--- src/hw/pbc_regs.svh ---
// offsets, field positions, reset values and timing of the basic control register
// assumes a 50 MHz clock and a byte-addressed 32-bit register bus
`ifndef PBC_REGS_SVH
`define PBC_REGS_SVH

`define PBC_ADDR_W 8
`define PBC_BASIC_CONTROL_ADDR 8'h00

`define PBC_BIT_SOFT_RESET 15
`define PBC_BIT_LOOPBACK 14
`define PBC_BIT_SPEED 13
`define PBC_BIT_ANEG_EN 12
`define PBC_BIT_POWER_DOWN 11
`define PBC_BIT_ISOLATE 10
`define PBC_BIT_RESTART 9
`define PBC_BIT_DUPLEX 8
`define PBC_BIT_COL_TEST 7

`define PBC_RST_LOOPBACK 1'h0
`define PBC_RST_POWER_DOWN 1'h0
`define PBC_RST_RESTART 1'h0
`define PBC_RST_COL_TEST 1'h0
`define PBC_RESERVED_LOW 7'h00

`define PBC_CLK_NS 20
`define PBC_SRST_NS 160
`define PBC_SRST_CYC ((`PBC_SRST_NS + `PBC_CLK_NS - 1) / `PBC_CLK_NS)
`define PBC_CNT_W 4

`endif

--- src/hw/pbc_pkg.sv ---
// types shared by the basic control register design
// assumes the constants header is included by the modules that need numbers
package pbc_pkg;

	typedef enum logic [0:0] {
		PBC_IDLE = 1'b0,
		PBC_ACK = 1'b1
	} pbc_bus_state_t;

	typedef enum logic [0:0] {
		PBC_SR_IDLE = 1'b0,
		PBC_SR_BUSY = 1'b1
	} pbc_sr_state_t;

endpackage

--- src/hw/pbc_soft_reset.sv ---
// soft reset sequencer: holds busy for a fixed count, then pulses done
// assumes start is a one-cycle pulse in the clk domain
`timescale 1ns/100ps
`include "pbc_regs.svh"

module pbc_soft_reset (
	input wire logic clk,
	input wire logic reset,
	input wire logic start,
	output logic busy,
	output logic done
);

	pbc_pkg::pbc_sr_state_t state;
	pbc_pkg::pbc_sr_state_t next_state;
	logic [`PBC_CNT_W-1:0] count;
	logic [`PBC_CNT_W-1:0] next_count;
	logic next_done;

	always_comb begin
		next_state = state;
		next_count = count;
		next_done = 1'b0;
		case (state)
			pbc_pkg::PBC_SR_IDLE: begin
				if (start) begin
					next_state = pbc_pkg::PBC_SR_BUSY;
					next_count = `PBC_CNT_W'(`PBC_SRST_CYC - 1);
				end
			end
			pbc_pkg::PBC_SR_BUSY: begin
				if (count == `PBC_CNT_W'(0)) begin
					next_state = pbc_pkg::PBC_SR_IDLE;
					next_done = 1'b1;
				end else begin
					next_count = count - `PBC_CNT_W'(1);
				end
			end
			default: begin
				next_state = pbc_pkg::PBC_SR_IDLE;
			end
		endcase
	end

	always_ff @(posedge clk) begin
		if (reset) begin
			state <= pbc_pkg::PBC_SR_IDLE;
			count <= `PBC_CNT_W'(0);
			done <= 1'b0;
		end else begin
			state <= next_state;
			count <= next_count;
			done <= next_done;
		end
	end

	assign busy = (state == pbc_pkg::PBC_SR_BUSY);

endmodule

--- src/hw/pbc_control.sv ---
// basic control register of a 10/100 transceiver behind an Avalon-MM slave
// assumes synchronous strap pins and a negotiation engine that supplies its result
// How it works
// [RQ1] writing one to bit 15 resets the core; bit clears itself, reads zero after
// [RQ2] speed bit picks 100 or 10 Mb/s, ignored while negotiation is enabled
// [RQ3] negotiation enable runs negotiation; its result overrides speed and duplex bits
// [RQ4] power-down bit powers down; first reset write only clears power-down
// [RQ5] isolate bit cuts the MAC data interface off; zero is normal
// [RQ6] speed, negotiation enable and isolate defaults come from strap pins
// [RQ7] restart bit restarts negotiation and clears itself; resets to zero
// [RQ8] duplex bit picks full when one; default is inverse duplex strap
// [RQ9] loopback bit returns transmit data to receive path; resets to zero
//
// The Avalon-MM interface to the registers is this design's own decision.
`timescale 1ns/100ps
`include "pbc_regs.svh"

module pbc_control (
	input wire logic clk,
	input wire logic reset,
	input wire logic [`PBC_ADDR_W-1:0] address,
	input wire logic read,
	input wire logic write,
	input wire logic [31:0] writedata,
	input wire logic [3:0] byteenable,
	output logic [31:0] readdata,
	output logic waitrequest,
	input wire logic strap_speed,
	input wire logic autoneg_strap_pin,
	input wire logic strap_isolate,
	input wire logic strap_duplex,
	input wire logic aneg_speed_100,
	input wire logic aneg_full_duplex,
	output logic phy_soft_reset,
	output logic loopback_en,
	output logic speed_100,
	output logic full_duplex,
	output logic aneg_enable,
	output logic aneg_restart,
	output logic power_down_en,
	output logic isolate_en,
	output logic col_test_en
);

	function automatic logic [15:0] pbc_word(input logic sr, input logic lb, input logic sp,
		input logic an, input logic pd, input logic iso, input logic rs, input logic dp,
		input logic ct);
		pbc_word = {sr, lb, sp, an, pd, iso, rs, dp, ct, `PBC_RESERVED_LOW};
	endfunction

	pbc_pkg::pbc_bus_state_t state;
	pbc_pkg::pbc_bus_state_t next_state;
	logic next_waitrequest;
	logic [31:0] next_readdata;
	logic loopback, speed_sel, aneg_en, power_down, isolate, restart, duplex, col_test;
	logic next_loopback, next_speed_sel, next_aneg_en, next_power_down;
	logic next_isolate, next_restart, next_duplex, next_col_test;
	logic sr_busy, sr_done, sr_start, take, hit;
	logic [15:0] ctrl_word;

	assign hit = (address == `PBC_BASIC_CONTROL_ADDR);
	assign take = (state == pbc_pkg::PBC_ACK) && write && hit;
	assign ctrl_word = pbc_word(sr_busy, loopback, speed_sel, aneg_en, power_down, isolate,
		restart, duplex, col_test);
	// [RQ1] reset write starts core reset
	assign sr_start = take && byteenable[1] && writedata[`PBC_BIT_SOFT_RESET] && !power_down
		&& !sr_busy;

	pbc_soft_reset u_soft_reset (
		.clk(clk),
		.reset(reset),
		.start(sr_start),
		.busy(sr_busy),
		.done(sr_done)
	);

	// bus slave: answer one cycle after the request is seen
	always_comb begin
		next_state = state;
		next_waitrequest = 1'b1;
		next_readdata = readdata;
		case (state)
			pbc_pkg::PBC_IDLE: begin
				if (read || write) begin
					next_state = pbc_pkg::PBC_ACK;
					next_waitrequest = 1'b0;
					if (read) begin
						next_readdata = hit ? {16'h0000, ctrl_word} : 32'h0000_0000;
					end
				end
			end
			pbc_pkg::PBC_ACK: begin
				next_state = pbc_pkg::PBC_IDLE;
			end
			default: begin
				next_state = pbc_pkg::PBC_IDLE;
			end
		endcase
	end

	always_ff @(posedge clk) begin
		if (reset) begin
			state <= pbc_pkg::PBC_IDLE;
			waitrequest <= 1'b1;
			readdata <= 32'h0000_0000;
		end else begin
			state <= next_state;
			waitrequest <= next_waitrequest;
			readdata <= next_readdata;
		end
	end

	// control fields
	always_comb begin
		next_loopback = loopback;
		next_speed_sel = speed_sel;
		next_aneg_en = aneg_en;
		next_power_down = power_down;
		next_isolate = isolate;
		// [RQ7] restart self clear
		next_restart = 1'b0;
		next_duplex = duplex;
		next_col_test = col_test;
		if (sr_done) begin
			// [RQ6] relatch strap defaults
			next_speed_sel = strap_speed;
			next_aneg_en = autoneg_strap_pin;
			next_isolate = strap_isolate;
			// [RQ8] inverse duplex strap
			next_duplex = !strap_duplex;
			// [RQ9] loopback cleared
			next_loopback = `PBC_RST_LOOPBACK;
			next_power_down = `PBC_RST_POWER_DOWN;
			next_col_test = `PBC_RST_COL_TEST;
		end else if (take && !sr_start) begin
			if (byteenable[1]) begin
				next_loopback = writedata[`PBC_BIT_LOOPBACK];
				next_speed_sel = writedata[`PBC_BIT_SPEED];
				next_aneg_en = writedata[`PBC_BIT_ANEG_EN];
				next_power_down = writedata[`PBC_BIT_POWER_DOWN];
				next_isolate = writedata[`PBC_BIT_ISOLATE];
				next_restart = writedata[`PBC_BIT_RESTART];
				next_duplex = writedata[`PBC_BIT_DUPLEX];
				// [RQ4] reset write leaves power-down
				if (writedata[`PBC_BIT_SOFT_RESET] && power_down) begin
					next_power_down = 1'b0;
				end
			end
			if (byteenable[0]) begin
				next_col_test = writedata[`PBC_BIT_COL_TEST];
			end
		end
	end

	always_ff @(posedge clk) begin
		if (reset) begin
			loopback <= `PBC_RST_LOOPBACK;
			speed_sel <= strap_speed;
			aneg_en <= autoneg_strap_pin;
			power_down <= `PBC_RST_POWER_DOWN;
			isolate <= strap_isolate;
			restart <= `PBC_RST_RESTART;
			duplex <= !strap_duplex;
			col_test <= `PBC_RST_COL_TEST;
		end else begin
			loopback <= next_loopback;
			speed_sel <= next_speed_sel;
			aneg_en <= next_aneg_en;
			power_down <= next_power_down;
			isolate <= next_isolate;
			restart <= next_restart;
			duplex <= next_duplex;
			col_test <= next_col_test;
		end
	end

	// registered outputs to the transceiver core
	always_ff @(posedge clk) begin
		if (reset) begin
			phy_soft_reset <= 1'b0;
			loopback_en <= 1'b0;
			speed_100 <= 1'b0;
			full_duplex <= 1'b0;
			aneg_enable <= 1'b0;
			aneg_restart <= 1'b0;
			power_down_en <= 1'b0;
			isolate_en <= 1'b0;
			col_test_en <= 1'b0;
		end else begin
			phy_soft_reset <= sr_busy;
			loopback_en <= loopback;
			// [RQ2] manual speed unless negotiating
			speed_100 <= aneg_en ? aneg_speed_100 : speed_sel;
			// [RQ3] negotiated result wins
			full_duplex <= aneg_en ? aneg_full_duplex : duplex;
			aneg_enable <= aneg_en;
			aneg_restart <= restart;
			power_down_en <= power_down;
			// [RQ5] isolate drive
			isolate_en <= isolate;
			col_test_en <= col_test;
		end
	end
endmodule

--- config.mk ---
export PLATFORM = sky130hd
export DESIGN_NAME = pbc_control
export DESIGN_NICKNAME = d
export VERILOG_FILES = /design/src/hw/pbc_pkg.sv /design/src/hw/pbc_soft_reset.sv /design/src/hw/pbc_control.sv
export VERILOG_INCLUDE_DIRS = /design/src /design/src/hw
export SDC_FILE = /design/constraint.sdc
export NUM_CORES = 1
export LEC_CHECK = 0
export BUFFER_PORTS_ARGS = -buffer_cell sky130_fd_sc_hd__buf_4
export CORE_ASPECT_RATIO = 0.7
export CORE_MARGIN = 8
export CORE_UTILIZATION = 30
export DETAILED_ROUTE_END_ITERATION = 10
export PLACE_DENSITY = 0.58
export SLEW_MARGIN = 20
export SYNTH_ARGS = -nofsm -noshare
export SYNTH_HDL_FRONTEND = slang
export SYNTH_SLANG_ARGS = --single-unit
export TNS_END_PERCENT = 30
--- constraint.sdc ---
create_clock -name clk -period 1.8 [get_ports clk]
set_clock_uncertainty 0.1 [all_clocks]
set_input_delay 0.36 -clock clk [delete_from_list [all_inputs] [get_ports clk]]
set_output_delay 0.36 -clock clk [all_outputs]
set_load 0.02 [all_outputs]
Yosys cells after proc, flatten, opt, wreduce, memory -nomap -nowiden. Cells that the tools add are included.

Bitwise logic cells: 4. Add/sub/neg operators: 1. Eq/ne operators: 2. Reductions and logical operators: 26. Multiplexer cells: 30.

Operators by type and width (count): 2-to-1 mux 1 bit (24); 2-to-1 mux 16 bit (1); logical AND 1 bit (8); zero test 8 bit (1); 2-to-1 mux 4 bit (2); case mux 4 bit (2 select lines) (1); AND reduction 2 bit (4); nonzero test 3 bit (2); OR reduction 2 bit (3); zero test 1 bit (4); zero test 4 bit (1); != test 2 bit, second input constant (2); inverter 1 bit (4); case mux 1 bit (2 select lines) (2); OR reduction 4 bit (1); subtractor 4 x 1 -> 4 bit, second input constant (1); AND reduction 3 bit (1); logical OR 1 bit (1).

Word-level logic and storage cells: 86. Input port bits: 54. Output and inout port bits: 42. Register bits: 57.

Depth between registers and ports, before layout. Gate-level depths: netlist (run 1).

Depth after elaboration: 11. Gate-level depth with buffers: 6. Mapped depth without buffers: 5.

Cells and area by module. A second synthesis (run 1) with hierarchy kept.

Cells, all modules: 160. Area, all modules: 1536.5 um^2.

Modules (own cells, without submodules): pbc_control (cells each 132, area an instance 1281.2 um^2, instances 1, seq. area each 600.6 um^2); pbc_soft_reset (cells each 28, area an instance 255.2 um^2, instances 1, seq. area each 120.1 um^2).

Worst setup path before layout (run 1). Ideal clock, no wire load.

Kind: register to register. From: reg u_soft_reset.count[0]. To: reg u_soft_reset.count[2]. Path buffers: 1. Data required time: 1.580 ns. Data arrival time: 1.412 ns. Path slack: 0.168 ns. Setup time: 0.120 ns. Period minus slack after synthesis: 1.632 ns. Stages on the path, launching flop included: 7. Cells stage by stage: dfxtp_1 > inv_1 > ha_1 > or3b_1 > buf_2 > and2_4 > o31a_1.

Word-level cells in the longest chain between the ends: 3. Elaborated cells between the ends (all ways): 6. Those cells by class: add/sub: 1; eq/ne: 1; mux: 2; reduce/logical: 2.

Ends and longest elaborated chain: start: declaration (RTL line pbc_soft_reset.sv:16) `` logic [`PBC_CNT_W-1:0] count; ``; start signal: assignment (RTL line pbc_soft_reset.sv:48) `` count <= `PBC_CNT_W'(0); ``; start signal: assignment (RTL line pbc_soft_reset.sv:52) `count <= next_count;`; subtractor 4 x 1 -> 4 bit or zero test 4 bit (tied branches) (RTL line pbc_soft_reset.sv:36, pbc_soft_reset.sv:32); 2-to-1 mux 4 bit or != test 2 bit (tied branches); case mux 4 bit (2 select lines) or AND reduction 2 bit (tied branches).

Parallel ways exist; a longest one is shown, timed or not. The select of a mux whose other input is x is not followed. A chain may end at the register's enable or synchronous reset.

Worst setup path after layout (run 1).
From: reg u_soft_reset.count[0]. To: reg u_soft_reset.count[0].

The elaborated chain is that of the path after synthesis.

==> metrics list, run 1 <==
- Outcome: completed
* Static leakage: 0.8761 nW
- Post-CTS setup-driven buffer insertion count: 0
- For this run, the register share of the synthesized area comes to 0.4656.
* Routed length per placed instance: 13.04 um
* H-tree Lvls: 2
- Synthesis Warnings: 0
- Total of buffers placed on input and output ports: 47
- Maximum number of pins on one net before global-route repair: 27
* Number of vias after detailed routing: 1,181
- The register with the most flip-flops in the layout has 9 of them.
- The repair_antennas step left the layout with diodes totalling 0.
* Placed Cells: 279
* Congestion Overflow GR: 0
- Final Net Count: 269
* Cell internal power dissipation: 1.124 mW
- CTS tree: done
- The HPWL after detailed placement is 2869 um.
* Largest area contributor in the synthesized netlist: sky130_fd_sc_hd__dfxtp_1
- Initial Util: 0.3023
- Final critical path time including I/O delays and setup: 1647 ps
* Gate power share: 0.122
- At the worst endpoint, the required time is 1910 ps.
- Kind of end point of the critical path: register
- Of the cells placed in the final design, the portion with a size suffix greater than 1 is 0.3302.
* Slowest library cell on the worst path: sky130_fd_sc_hd__or3b_1
* FF+latch count, synth: 34
- The via count of the first global-routing pass is 1,199.
- A synthesized cell averages 9.495 um^2.
- The signal on the critical path passes through inv_1 > ha_1 > or3b_1 > buf_4 > a31o_2 > a31oi_1.
* Delay of the slowest cell on the worst path: 390 ps
- Max-slew violation count: 0
- Maximum fanout count along the critical path: 4
- Yosys attributes the largest share of cell area to sky130_fd_sc_hd__dfxtp_1 39%, sky130_fd_sc_hd__buf_4 11%, sky130_fd_sc_hd__edfxtp_1 7.8%.
* Share of synthesized flip-flops with an asynchronous set or reset: 0
- For this block, the initial DRC count from the detailed router was 40.
- The worst-case IR drop observed on VDD is 0.0003004 V.
* Synthesized instance count: 163
- Of the total power, the share spent switching nets is 0.2531.
- After detailed routing, the number of vias per cell comes to 4.115.
* Overall die width: 101.9 um
- Antenna violations before repair: 0
* Antenna-violating nets left: 0
- Across the run, the number of max-cap violations was 0.
- Total of cells resized after clock tree synthesis: 0
* Overall power of the completed layout: 1.505 mW
- Clock sink total: 34
* Setup repair after global routing missed its margin: no
* Die Footprint: 7750 um^2
- Hold Crit Class: in -> reg
- Area added between synthesis and finish: 29.18%
- Number of hold-slack violations in the final timing report: 0
* Share of Yosys cell area claimed by the top area cell type: 0.3880
- The share of total power dissipated in the clock network is 0.351.
- Global-route wire length before repair: 6092 um
* GRT Overall Usage: 0.09780
- Share of the clock period used by the worst path: 0.9149
- NetSw: 0.3808 mW
- Detailed Route WL: 3743 um
- CP arrival: 1760 ps
- Fraction of power consumed by sequential logic: 0.527
- CTS clk-pin slew, worst paths: 70 ps
* Synth Cell Area: 1548 um^2
- Number of rows created at floorplan: 22
- Post-route DRC: 0
- Counting flops per register, the top entry is readdata.
- Inserted Clock Buffers: 5
- Power density cells: 752.6 nW/um^2
- Core area: 5120 um^2
- The die is 76.10 um tall.
* Largest registers ranked by flip-flop count: readdata x9, u_soft_reset.count x4
* Top-level port count: 96
* Most used DFF post-synth: sky130_fd_sc_hd__dfxtp_1
* DRT Pass-1 Iters: 4
- The longest clock path from root to sink contains 2 buffers.
* Startpoint class of the critical path: register
- # setup viols final: 0
* Post-route worst hold slack: 224.8 ps
- The worst setup path is of the reg -> reg kind.
- Insertion delay of the later-clocked pin in the worst-skew pair: 280 ps
- In this run, distinct cell masters in the synthesized netlist total 37.
* Root buffer cell: sky130_fd_sc_hd__clkbuf_8
* TNS Setup: 0 ps
- Placer Congestion: 0.7453
* Achievable Freq: 0.6073 GHz
- Number of synthesized flops with an enable pin: 4
- Layout Cells excl Fill: 287
- Number of hold buffers added after cts: 0
-- power by group through the flow --
stage / Clock (mW) / Combinational (mW) / Sequential, mW
CTS: 0.551 / 0.183 / 0.793
detailed placement: 0 / 0.183 / 0.810
global placement: 0 / 0.181 / 0.811
global route: 0.587 / 0.200 / 0.794
floorplan: 0 / 0.132 / 0.817
finish: 0.528 / 0.183 / 0.794
-- through the flow --
step | instance area (um^2) | worst slack, ps | util
final | 1999 | 153.3 | 0.3905
after global routing | 1999 | 1.732 | 0.3905
after CTS | 1999 | 146.3 | 0.3905
after detailed placement | 1918 | 96.16 | 0.3746
after global placement | 1918 | 110.2 | 0.3746
after floorplan | 1630 | 167.9 | -
-- worst paths after layout --
kind                                       from                                 end  slack (ps)  depth (start not counted)
max          u_soft_reset.count[0]$_SDFFE_PP0P_  u_soft_reset.count[0]$_SDFFE_PP0P_         150                          6
min                                        read                    state$_SDFF_PP0_         220                          2
max reg2reg  u_soft_reset.count[0]$_SDFFE_PP0P_  u_soft_reset.count[0]$_SDFFE_PP0P_         150                          6
min reg2reg           readdata[14]$_SDFFE_PP0P_           readdata[14]$_SDFFE_PP0P_         360                          2
-- cells in the final DEF (no fill, tap or decap), drive strengths merged --
| cell type | instances |
|---|---|
| nor3 | 2 |
| and2 | 2 |
| nand4bb | 1 |
| buf | 55 |
| nor2 | 6 |
| or3b | 1 |
| nand2 | 19 |
| conb | 23 |
| nor4 | 2 |
| a31oi | 1 |
| dfxtp | 30 |
| and3 | 3 |
| nand3 | 1 |
| a21oi | 11 |
| clkinv | 2 |
| inv | 3 |
| clkbuf | 6 |
| o31a | 1 |
| or4bb | 1 |
| o21ai | 1 |
| edfxtp | 4 |
| o311ai | 1 |
| mux2i | 5 |
| nor2b | 8 |
| nor4bb | 1 |
| nor3b | 2 |
| and4 | 1 |
| nand4 | 13 |
| o21a | 1 |
| a31o | 1 |
| a221oi | 1 |
| mux2 | 3 |
| nand2b | 2 |
| ha | 1 |
-- layout make-up --
class,instances,area [um^2]
clock buffers,6,72.57
inverters,3,11.26
multi-input cells,115,683.2
well taps,72,90.09
flip-flops and latches,34,720.7
fillers,553,3120
clock inverters,2,8.758
repair buffers,55,412.9
-- logic make-up (layout without fill, tap and decap cells) --
logic type / count (synthesis) / in the layout / synth area share
muxes: 8 / 8 / 0.05416
AOI/OAI and AO/OA: 18 / 18 / 0.07923
DFF: 34 / 34 / 0.4656
other: 1 / 23 / 0.002423
and+or+nand+nor: 65 / 65 / 0.2441
adders and majority gates: 1 / 1 / 0.008083
buffers and inverters: 36 / 66 / 0.1463
-- Yosys cell counts, drive strengths merged (2+ instances only) --
master and n:
dfxtp 30, buf 28, nand2 19, nand4 13, a21oi 11, nor2b 8, nor2 6, clkbuf 5
mux2i 5, edfxtp 4, and3 3, inv 3, mux2 3, and2 2, nand2b 2, nor3 2
nor3b 2, nor4 2
-- per-layer routing --
metal	global-route usage	up-vias	routed length, um
met5	0	-	0
met4	0.03066	0	37
met3	0.04015	4	230
met2	0.1401	31	1627
met1	0.1290	529	1848
li1	-	617	-
-- critical path: cells and delay by family, from the launching register on --
family,cells,cell delay [ps]
compound gates,2,350
buf+inv,2,240
fa+ha+maj,1,170
flops,1,320
simple gates,1,390
No activity file was read; power rests on OpenSTA's default activity.
==> run 2: changes to the inputs <==
- BUFFER_PORTS_ARGS: -buffer_cell sky130_fd_sc_hd__buf_4 -> unset
- CORE_ASPECT_RATIO: 0.7 -> 1.4
- DONT_BUFFER_PORTS: unset -> 1
- MAX_ROUTING_LAYER: unset -> met4
- PLACE_DENSITY: 0.58 -> 0.42
==> run 2 against run 1 <==
Effect of this change:
- clock-buffer cell count increased by 1
- clock power increased by 35%
- worst setup slack got worse by 66 ps
- largest power group unchanged
==> metrics list, run 2 (synthesis results as in run 1) <==
- The flow ran to the end, and the final reports show no timing, DRC or antenna violations.
- The detail-routed via count per cell was 4.534 (+10%).
- The aggregate routed wire length was 3727 um (-0.43%).
- In the final layout, the registers with the most flip-flops are readdata x9, u_soft_reset.count x4.
* Final critical path time including I/O delays and setup: 1713 ps (+65.77 ps)
- The arrival time of the worst setup path came to 1790 ps (+30 ps).
- HPWL after detailed placement: 2856 um (-0.47%)
* Clock sink total: 34 (unchanged)
* Max FFs per register: 9 (unchanged)
- Commonest cells after routing, fill and taps aside: 30 x sky130_fd_sc_hd__dfxtp_1, 23 x sky130_fd_sc_hd__conb_1, 19 x sky130_fd_sc_hd__nand2_1
- Vertical die dimension: 101.0 um (+33%)
- The floorplan core area came to 5081 um^2 (-0.76%).
- Global-route wire length before repair: 5595 um (-8.2%)
* TNS Setup: 0 ps (unchanged)
* Number of maximum-capacitance constraint violations: 0 (unchanged)
- Top-level port count: 96 (unchanged)
* Cell internal power dissipation: 1.261 mW (+12%)
- The power share of the combinational group is 0.064 (-0.058).
- Share of the clock period used by the worst path: 0.9514 (+0.03654)
* Maximum number of pins on one net before global-route repair: 29 (+7.4%)
- Total of cells resized after clock tree synthesis: 0 (unchanged)
- Post-route DRC: 0 (unchanged)
- DRT Pass-1 Iters: 4 (unchanged)
- The number of diodes came to 0 (unchanged).
- Kind of end point of the critical path: register
- Register with the highest flop count: readdata
- Total of buffers placed on input and output ports: 0 (-100%)
- The post-detailed-route count of antenna-violating nets came to 0 (unchanged).
* Area added between synthesis and finish: 7.195%
- CTS tree: done
* Initial Util: 0.3046 (+0.002308)
- The leakage power summed over all cells is 0.6456 nW (-26%).
* CP Data Required Time: 1870 ps (-40 ps)
- The via count of the first global-routing pass is 1,098 (-8.4%).
* Power density cells: 977.3 nW/um^2 (+30%)
- The chip width is 76.71 um (-25%).
- Setup repair after global routing left no endpoint under its margin.
* Achievable Freq: 0.5839 GHz (-3.8%)
- Antenna violations before repair: 0 (unchanged)
- The proportion of layout cells with a drive suffix above 1 came to 0.1386 (-0.1917).
- The deepest clock path buffer count was 2 (unchanged).
* Maximum fanout count along the critical path: 6 (+2)
- The routed length per placed instance was 16.06 um (+23%).
* End-of-flow core utilization: 0.3265 (-0.06400)
- Inserted Clock Buffers: 5 (unchanged)
- The number of slew-limit violations in the final report was 0 (unchanged).
* Number of hold buffers added after cts: 0 (unchanged)
- Startpoint class of the critical path: register
- The number of setup violations in the final report is 0 (unchanged).
- The min-delay analysis places its worst path in the category in -> reg.
- Number of rows created at floorplan: 31 (+41%)
- Fraction of power consumed by sequential logic: 0.495 (-0.032)
* IR Drop Worst-Case VDD: 0.0002615 V (-13%)
- The share of power burned in the clock network is 0.441 (+0.090).
- By startpoint and endpoint, the worst setup path is classified as reg -> reg.
- Post-CTS setup-driven buffer insertion count: 0 (unchanged)
* Final Net Count: 220 (-18%)
- Number of hold-slack violations in the final timing report: 0 (unchanged)
* GRT Overall Usage: 0.09782 (about the same)
- Number of vias after detailed routing: 1,052 (-11%)
- The final cell count without fillers was 232 (-19%).
- Switching share of power: 0.2220 (-0.03108)
* Most common cell after layout, fill and taps aside: sky130_fd_sc_hd__dfxtp_1
- Placed Cells: 224 (-20%)
* Insertion delay of the later-clocked pin in the worst-skew pair: 280 ps (about the same)
- The area enclosed by the die boundary came to 7746 um^2 (about the same).
- The net switching component of the power was 0.3599 mW (-5.5%).
- The number of H-tree branching levels is 2 (unchanged).
- The number of DRC violations after detailed-routing iteration 0 was 22 (-45%).
- Root buffer cell: sky130_fd_sc_hd__clkbuf_8
* CTS clk-pin slew, worst paths: 70 ps (about the same)
- The final weighted congestion of routability-driven global placement came to 0.8040 (+7.9%).
- The final global-route overflow total is 0 (unchanged).
[run 2: cell count changes in the layout (fill, tap and decap cells not counted)]
cell and delta:
sky130_fd_sc_hd__clkinv_1 -1, sky130_fd_sc_hd__clkbuf_8 +1, sky130_fd_sc_hd__clkinv_2 -1, sky130_fd_sc_hd__buf_4 -49, sky130_fd_sc_hd__bufinv_16 +1
[run 2: worst max-delay path: stages, from the launching register on]
cell	delay, ps
sky130_fd_sc_hd__dfxtp_1	320
sky130_fd_sc_hd__inv_1	80
sky130_fd_sc_hd__ha_1	170
sky130_fd_sc_hd__or3b_1	450
sky130_fd_sc_hd__and2_4	220
sky130_fd_sc_hd__o31a_1	260
[run 2: final cells by class]
class / count / area, um^2
flip-flops and latches: 34 / 720.7
repair buffers: 6 / 45.04
multi-input cells: 115 / 683.2
inverters: 3 / 11.26
well taps: 66 / 82.58
clock inverters: 1 / 30.03
clock buffers: 7 / 86.33
fillers: 550 / 3422
[run 2: routing by layer]
metal / wire [um] / vias to the layer above / GRT usage / share of wire
met2: 2066 / 26 / 0.1711 / 0.55
met4: 86 / 0 / 0.06686 / 0.023
met1: 1365 / 498 / 0.08709 / 0.37
met5: 0 / - / - / 0
met3: 209 / 4 / 0.03482 / 0.056
li1: - / 524 / - / -
[run 2: through the flow]
step | area (um^2) | setup slack (ps) | power, mW | hold WS, ps
final | 1659 | 87.50 | 1.621 | 43.84
after floorplan | 1630 | 167.9 | 0.9495 | 337.7
after global placement | 1543 | 107.6 | 0.9231 | 334.9
after global routing | 1659 | 7.521 | 1.693 | 20.87
after detailed placement | 1543 | 103.3 | 0.9233 | 336.0
after CTS | 1659 | 86.66 | 1.651 | 25.57
[run 2: worst paths after layout]
kind / from / end / slack (ps) / depth (start not counted)
hold / removal: reset / col_test_en$_SDFF_PP0_ / 40 / 1
setup / recovery: u_soft_reset.count[0]$_SDFFE_PP0P_ / u_soft_reset.count[2]$_SDFFE_PP0P_ / 90 / 5
setup reg to reg: u_soft_reset.count[0]$_SDFFE_PP0P_ / u_soft_reset.count[2]$_SDFFE_PP0P_ / 90 / 5
hold reg to reg: loopback$_SDFFE_PP0P_ / loopback$_SDFFE_PP0P_ / 380 / 2
[run 2: power groups by stage]
stage | Clock [mW] | Combinational, mW | Sequential, mW
final | 0.715 | 0.103 | 0.803
after detailed placement | 0 | 0.102 | 0.821
after CTS | 0.745 | 0.102 | 0.804
after floorplan | 0 | 0.132 | 0.817
after global placement | 0 | 0.102 | 0.821
after global routing | 0.775 | 0.113 | 0.805
